==> src/core/ssup_pkg.sv <==
// constants and types of the supply reset supervisor
`default_nettype none

package ssup_pkg;

  ////////////////////////////////////////////////////////////////////////////////
  // time base
  localparam int unsigned CLK_FREQ_MHZ = 125;
  localparam int unsigned CNT_W        = 32;

  ////////////////////////////////////////////////////////////////////////////////
  // release timeouts, least times in microseconds, rounded up to whole cycles
  localparam int unsigned TIMEOUT_CHOICE_SHORT_US = 10000;
  localparam int unsigned TIMEOUT_CHOICE_LONG_US  = 40000;
  localparam int unsigned TIMEOUT_CHOICE_SHORT_CYC = TIMEOUT_CHOICE_SHORT_US * CLK_FREQ_MHZ;
  localparam int unsigned TIMEOUT_CHOICE_LONG_CYC  = TIMEOUT_CHOICE_LONG_US * CLK_FREQ_MHZ;

  ////////////////////////////////////////////////////////////////////////////////
  // reset values of the input synchronisers (fault side on supply)
  localparam logic [2:0] SUPPLY_SYNC_RST = 3'h7;
  localparam logic [2:0] MANUAL_SYNC_RST = 3'h7;
  localparam logic [2:0] SELECT_SYNC_RST = 3'h0;
  localparam logic [CNT_W-1:0] CNT_RST   = 32'h0000_0000;

  typedef enum logic [1:0] {
    SSUP_FAULT,
    SSUP_HOLD,
    SSUP_RUN
  } ssup_state_t;

endpackage : ssup_pkg

`default_nettype wire

==> src/core/ssup_top.sv <==
// supply reset supervisor: fault detection, release timeout, reset output
`default_nettype none

// Functional notes
// - reset asserts as soon as the synchronised supply indication shows an undervoltage.
// - without a manual input, reset holds for the full timeout after the supply recovers.
// - a low manual reset input holds reset, and a timeout follows its return high.
// - the release timeout starts only when the supply is good and, where a manual input is fitted, that input is high.
// - a low timeout select gives the short timeout, a high one the long timeout.
// - the active-high variant drives reset high under faults and low after the timeout.
module ssup_top
  import ssup_pkg::*;
#(
  parameter bit          HAS_MANUAL  = 1'b1,
  parameter bit          ACTIVE_HIGH = 1'b0,
  parameter int unsigned SHORT_CYC   = TIMEOUT_CHOICE_SHORT_CYC,
  parameter int unsigned LONG_CYC    = TIMEOUT_CHOICE_LONG_CYC
) (
  input  wire logic mclk_i,
  input  wire logic sys_rst_i,
  input  wire logic supply_low_i,
  input  wire logic manual_reset_n_i,
  input  wire logic timeout_select_i,
  output var  logic reset_o,
  output var  logic reset_asserted_o
);

  ////////////////////////////////////////////////////////////////////////////////
  // synchronisers: a level counts once stages two and three agree
  logic [2:0]       supply_sync_q;
  logic [2:0]       manual_sync_q;
  logic [2:0]       select_sync_q;
  logic             supply_low_q;
  logic             manual_n_q;
  logic             select_q;

  always_ff @(posedge mclk_i) begin
    if (sys_rst_i) begin
      supply_sync_q <= SUPPLY_SYNC_RST;
      manual_sync_q <= MANUAL_SYNC_RST;
      select_sync_q <= SELECT_SYNC_RST;
      supply_low_q  <= SUPPLY_SYNC_RST[2];
      manual_n_q    <= MANUAL_SYNC_RST[2];
      select_q      <= SELECT_SYNC_RST[2];
    end else begin
      supply_sync_q <= {supply_sync_q[1:0], supply_low_i};
      manual_sync_q <= {manual_sync_q[1:0], manual_reset_n_i};
      select_sync_q <= {select_sync_q[1:0], timeout_select_i};
      if (supply_sync_q[1] == supply_sync_q[2]) begin
        supply_low_q <= supply_sync_q[2];
      end
      if (manual_sync_q[1] == manual_sync_q[2]) begin
        manual_n_q <= manual_sync_q[2];
      end
      if (select_sync_q[1] == select_sync_q[2]) begin
        select_q <= select_sync_q[2];
      end
    end
  end

  ////////////////////////////////////////////////////////////////////////////////
  // fault decode and timeout selection
  ssup_state_t      state_q;
  ssup_state_t      state_d;
  logic [CNT_W-1:0] cnt_q;
  logic [CNT_W-1:0] cnt_d;
  wire logic        manual_fault_w;
  wire logic        fault_w;
  wire logic [CNT_W-1:0] limit_w;
  wire logic        done_w;
  wire logic        asserted_d;

  assign manual_fault_w = HAS_MANUAL & ~manual_n_q;
  assign fault_w        = supply_low_q | manual_fault_w;
  function automatic logic [CNT_W-1:0] timeout_limit(input logic long_sel);
    timeout_limit = long_sel ? CNT_W'(LONG_CYC - 1) : CNT_W'(SHORT_CYC - 1);
  endfunction : timeout_limit

  // the select strap is read live; a change mid-hold alters that hold's length
  assign limit_w        = timeout_limit(select_q);
  assign done_w         = (cnt_q >= limit_w);
  assign asserted_d     = (state_d != SSUP_RUN);

  always_comb begin
    state_d = state_q;
    cnt_d   = cnt_q;
    unique case (state_q)
      SSUP_FAULT: begin
        cnt_d = CNT_RST;
        if (!fault_w) begin
          state_d = SSUP_HOLD;
        end
      end
      SSUP_HOLD: begin
        if (fault_w) begin
          state_d = SSUP_FAULT;
          cnt_d   = CNT_RST;
        end else if (done_w) begin
          state_d = SSUP_RUN;
        end else begin
          cnt_d = cnt_q + CNT_W'(1);
        end
      end
      SSUP_RUN: begin
        cnt_d = CNT_RST;
        if (fault_w) begin
          state_d = SSUP_FAULT;
        end
      end
      default: begin
        state_d = SSUP_FAULT;
        cnt_d   = CNT_RST;
      end
    endcase
  end

  ////////////////////////////////////////////////////////////////////////////////
  // state and output flops; output follows next state to save a cycle
  always_ff @(posedge mclk_i) begin
    if (sys_rst_i) begin
      state_q          <= SSUP_FAULT;
      cnt_q            <= CNT_RST;
      reset_o          <= ACTIVE_HIGH;
      reset_asserted_o <= 1'b1;
    end else begin
      state_q          <= state_d;
      cnt_q            <= cnt_d;
      reset_o          <= ACTIVE_HIGH ? asserted_d : ~asserted_d;
      reset_asserted_o <= asserted_d;
    end
  end

  ////////////////////////////////////////////////////////////////////////////////
  // checks
  supply_fault_a: assert property (
    @(posedge mclk_i) disable iff (sys_rst_i)
    supply_low_q |=> reset_asserted_o)
    else $error("supply fault did not assert reset");

  hold_full_a: assert property (
    @(posedge mclk_i) disable iff (sys_rst_i)
    (state_q == SSUP_HOLD && !fault_w && cnt_q < limit_w) |=> reset_asserted_o)
    else $error("reset released before timeout ended");

  manual_hold_a: assert property (
    @(posedge mclk_i) disable iff (sys_rst_i)
    (HAS_MANUAL && !manual_n_q) |=> reset_asserted_o)
    else $error("manual input low did not hold reset");

  release_cause_a: assert property (
    @(posedge mclk_i) disable iff (sys_rst_i)
    $fell(reset_asserted_o) |-> $past(!supply_low_q && !manual_fault_w))
    else $error("reset released while a fault was present");

  select_len_a: assert property (
    @(posedge mclk_i) disable iff (sys_rst_i)
    $fell(reset_asserted_o) |->
      $past(cnt_q) == timeout_limit($past(select_q)))
    else $error("timeout length does not match select input");

  polarity_a: assert property (
    @(posedge mclk_i) disable iff (sys_rst_i)
    reset_o == (ACTIVE_HIGH ? reset_asserted_o : !reset_asserted_o))
    else $error("reset output polarity wrong");

  restart_a: assert property (
    @(posedge mclk_i) disable iff (sys_rst_i)
    fault_w |=> (cnt_q == CNT_RST && state_q == SSUP_FAULT))
    else $error("timeout counter not restarted by fault");

  hold_count_a: assert property (
    @(posedge mclk_i) disable iff (sys_rst_i)
    (state_q == SSUP_HOLD && !fault_w && !done_w) |=> cnt_q == $past(cnt_q) + CNT_W'(1))
    else $error("timeout counter failed to advance");

  assert_cause_a: assert property (
    @(posedge mclk_i) disable iff (sys_rst_i)
    $rose(reset_asserted_o) |-> $past(fault_w))
    else $error("reset asserted with no fault present");

  state_out_a: assert property (
    @(posedge mclk_i) disable iff (sys_rst_i)
    reset_asserted_o == (state_q != SSUP_RUN))
    else $error("reset status disagrees with state");

  release_keep_a: assert property (
    @(posedge mclk_i) disable iff (sys_rst_i)
    (state_q == SSUP_RUN && !fault_w) |=> !reset_asserted_o)
    else $error("reset reasserted with no fault present");

  no_manual_a: assert property (
    @(posedge mclk_i) disable iff (sys_rst_i)
    (!HAS_MANUAL && !supply_low_q) |-> !fault_w)
    else $error("manual input counted on a variant without one");

  hold_start_a: assert property (
    @(posedge mclk_i) disable iff (sys_rst_i)
    (state_q == SSUP_FAULT && !fault_w) |=> (state_q == SSUP_HOLD && cnt_q == CNT_RST))
    else $error("timeout did not start once all faults cleared");

  fault_clear_a: assert property (
    @(posedge mclk_i) disable iff (sys_rst_i)
    (state_q == SSUP_FAULT) |-> (cnt_q == CNT_RST))
    else $error("timeout counter not cleared during fault");

  // a level only moves once stages two and three agree, so one-cycle glitches drop out
  supply_filter_a: assert property (
    @(posedge mclk_i) disable iff (sys_rst_i)
    !$stable(supply_low_q) |-> $past(supply_sync_q[1] == supply_sync_q[2]))
    else $error("supply level taken before two stages agreed");

  manual_filter_a: assert property (
    @(posedge mclk_i) disable iff (sys_rst_i)
    !$stable(manual_n_q) |-> $past(manual_sync_q[1] == manual_sync_q[2]))
    else $error("manual level taken before two stages agreed");

  select_filter_a: assert property (
    @(posedge mclk_i) disable iff (sys_rst_i)
    !$stable(select_q) |-> $past(select_sync_q[1] == select_sync_q[2]))
    else $error("select level taken before two stages agreed");

endmodule : ssup_top

`default_nettype wire

==> config.mk <==
export PLATFORM = sky130hd
export DESIGN_NAME = ssup_top
export DESIGN_NICKNAME = d
export VERILOG_FILES = /design/src/core/ssup_pkg.sv /design/src/core/ssup_top.sv
export SDC_FILE = /design/constraint.sdc
export NUM_CORES = 1
export LEC_CHECK = 0
export BUFFER_PORTS_ARGS = -buffer_cell sky130_fd_sc_hd__buf_2
export CORE_UTILIZATION = 40
export DETAILED_ROUTE_END_ITERATION = 6
export GPL_ROUTABILITY_DRIVEN = 0
export PLACE_DENSITY = 0.57
export SLEW_MARGIN = 20
export SYNTH_ARGS = -nofsm -noshare
export SYNTH_HDL_FRONTEND = slang
export SYNTH_SLANG_ARGS = --single-unit
==> constraint.sdc <==
create_clock -name mclk_i -period 5.7 [get_ports mclk_i]
set_input_delay 1.14 -clock mclk_i [delete_from_list [all_inputs] [get_ports mclk_i]]
set_output_delay 1.14 -clock mclk_i [all_outputs]
set_load 0.005 [all_outputs]
==> impl_metrics.json <==
{
  "run_status": "completed",
  "class_of_the_tightest_hold_or_removal_check": "reg -> reg",
  "grt_setup_unrepaired": "false",
  "setup_cp_type": "reg -> reg",
  "yosysTopAreaCellShare": 0.4312,
  "post_synth_main_area_contributors": "sky130_fd_sc_hd__dfxtp_1 43%, sky130_fd_sc_hd__ha_1 8.4%, sky130_fd_sc_hd__a21oi_1 6.1%, sky130_fd_sc_hd__or3_1 3.9%, sky130_fd_sc_hd__o21ai_1 3.1%",
  "maximum_resistive_drop_on_vdd_mv": 0.1500,
  "floorplan.die_area_um2": 5874,
  "cts.hold.buffers_added": 0,
  "flow.area_growth_from_synthesis_pct": 8.254,
  "port_buffers": 6,
  "synth_enable_flop_cells": 0,
  "globalRoute.busiestLayer": "met2",
  "die-height_um": 76.64,
  "grt_util_met2": 0.2541,
  "cellLeakagePower_nw": 0.8831,
  "synth_fp_nets": 267,
  "cts_tree": "done",
  "grt_use_total": 0.1609,
  "clk_latency_ps": 310,
  "number_of_fill_cells": 524,
  "die_x_um": 76.64,
  "routed_wirelength_mm": 4.298,
  "final.setup.tns_ps": 0,
  "crit_path_cell_trace": "inv_1, ha_1, nor4bb_1, and4_1, nand2_1, o211ai_2, buf_4, or4_1, a21oi_1",
  "finClkSkew_ps": 9.174,
  "final-hold-violation-count": 0,
  "boundaryPins": 7,
  "detail_route.drc_violations": 0,
  "data_arrival_time_of_the_worst_path_ps": 3500,
  "final-seq-area_um2": 960.9,
  "multi_input_comb_area_um2": 1192,
  "post_synth_num_cell_types": 40,
  "detailroute.via_count": 1751,
  "synth_area_um2": 2228,
  "max_slew_margin": 0.4307,
  "max_slew.worst_pin.slew_ps": 851.4,
  "viasPerCell": 5.472,
  "post_synth.cell_area_avg_um2": 9.022,
  "asyncSetResetFlopFracSynth": 0,
  "layout_cells_sized_above_1": 0.1160,
  "synth.ff_latch_count": 48,
  "critical_path_peak_fanout": 27,
  "place_hpwl_mm": 2.980,
  "count_of_cells_resized_by_post_cts_repair": 0,
  "core_area_um2": 5238,
  "detailedRoute.firstPassIterationCount": 4,
  "post-route-period-util": 0.5871,
  "synth_sequential_area_ratio": 0.4312,
  "clock-sinks": 48,
  "power_density_nw_per_um2": 248.1,
  "grt.met3_usage": 0.03593,
  "synth_top_flop_cell": "sky130_fd_sc_hd__dfxtp_1",
  "synth_top_area_cell": "sky130_fd_sc_hd__dfxtp_1",
  "grt_pass1_wl_mm": 7.486,
  "std_cell_rows": 26,
  "ant_nets": 0,
  "use_met1": 0.2106,
  "cts.htree.levels": 2,
  "fmax_mhz": 298.8,
  "grt_pass1_vias": 1565,
  "timing.critical_path.required_ps": 5860,
  "clock_transition_at_the_registers_of_the_reported_paths_ps": 90,
  "worst_slack_ps": 2354,
  "clock_tree.root_cell": "sky130_fd_sc_hd__clkbuf_8",
  "globalRoute.totalOverflow": 0,
  "cap_viol_max_count": 0,
  "grt_max_degree": 28,
  "start_util": 0.4255,
  "antenna_cells_inserted": 0,
  "timing.critical_path.slowest_stage_cell": "sky130_fd_sc_hd__o211ai_2",
  "postCtsSetupRepairBufs": 0,
  "yosysWarningCount": 0,
  "layout.nets": 269,
  "place_worst_setup_slack_ps": 2341,
  "worstSetupStartpointType": "flip-flop",
  "cp-end-kind": "flip-flop",
  "detailedRoute.firstIterationViolations": 76,
  "finalCriticalPeriod_ps": 3347,
  "numCtsBuffers": 5,
  "drv_slew": 0,
  "grt_antenna_before_repair": 0,
  "cts_max_path_buffers": 2,
  "synthesis.instances": 247,
  "setup_viol": 0,
  "largest_stage_delay_worst_path_ps": 670,
  "detail_route.wl_per_cell_um": 13.43
}
==> metal layers <==
metal / share of wire / wire length, µm / vias to the layer above
met5: 0 / 0 / -
met3: 0.031 / 135 / 6
li1: - / - / 925
met2: 0.46 / 1962 / 30
met4: 0.015 / 63 / 0
met1: 0.50 / 2137 / 790
==> state kept, by name (all words and copies together) (netlist names) <==
name / cells
state_q: 2
select_q: 1
supply_sync_q: 3
manual_sync_q: 3
select_sync_q: 3
cnt_q: 32
reset_asserted_o: 1
manual_n_q: 1
supply_low_q: 1
reset_o: 1
==> critical path: cells and delay by family (launching register included) <==
family	cells	cell delay [ps]
compound gates	2	720
fa+ha+maj	1	350
buf+inv	2	620
flops	1	500
simple gates	4	990
==> stage by stage <==
step	hold slack (ps)	instance area [µm²]	power (W)	instances	utilization
floorplan	389.5	2228	0.0003494	247	-
finish	415.5	2412	0.0005986	320	0.4606
CTS	416.9	2412	0.0006089	320	0.4606
global placement	390.5	2297	0.0003517	312	0.4386
global route	428.4	2412	0.0006240	320	0.4606
detailed placement	393.8	2297	0.0003517	312	0.4386
==> cell usage in the layout, fill, tap and decap left out, drive strengths merged, types with 5 or more instances in the layout <==
master	netlist	final
dfxtp	48	48
a21oi	27	27
o21ai	17	17
nand2	16	16
ha	15	15
or3	14	14
nand3	12	12
nor2	10	10
and3	9	9
nand4	8	8
o31ai	7	7
or4	7	7
or2	7	7
buf	6	7
inv	5	6
clkbuf	6	5
==> cell usage after synthesis, drive strengths merged (2+ instances only) <==
library cell and count:
clkbuf 6, buf 6, dfxtp 48, nor2b 3
a21oi 27, and3 9, o21ai 17, o21bai 2
nor3 2, or2 7, or4 7, nand3 12
nand4 8, and2 2, nor4 3, a21o 3
inv 5, nor2 10, or3 14, nand2 16
o21a 4, and4 4, ha 15, o31ai 7
==> cell type report <==
| type | count | area share |
|---|---|---|
| Clock buffer | 5 | 0.02853 |
| Timing Repair Buffer | 7 | 0.01556 |
| Clock inverter | 3 | 0.01919 |
| Multi-Input combinational cell | 182 | 0.4943 |
| Tap cell | 70 | 0.03631 |
| Sequential cell | 48 | 0.3983 |
| Inverter | 5 | 0.007780 |
==> final timing paths <==
kind                    startpoint          endpoint  slack (ps)  cells past startpoint
setup / recovery          select_q         cnt_q[21]        2350                      9
hold / removal    manual_sync_q[0]  manual_sync_q[1]         420                      1
setup reg to reg          select_q         cnt_q[21]        2350                      9
hold reg to reg   manual_sync_q[0]  manual_sync_q[1]         420                      1
==> kinds of logic (layout without fill, tap and decap cells) <==
family                     count (synthesis)  count (layout)  synth area share
DFF                                       48              48            0.4312
buffers and inverters                     17              20           0.03368
xor gates and xnor gates                   1               1          0.003931
adders and majority gates                 15              15           0.08422
AOI/OAI and AO/OA                         65              65            0.1786
and+or+nand+nor                          101             101            0.2684
==> report_power, final <==
part           leakage [nW]  internal, W  switching [W]   total [W]
Sequential            0.388     0.000338     0.00000104    0.000339
Clock                0.0548     0.000132       0.000123    0.000255
Combinational         0.440   0.00000291     0.00000206  0.00000496
Total                 0.883     0.000473       0.000126    0.000599
(Power assumes the default switching activity.)
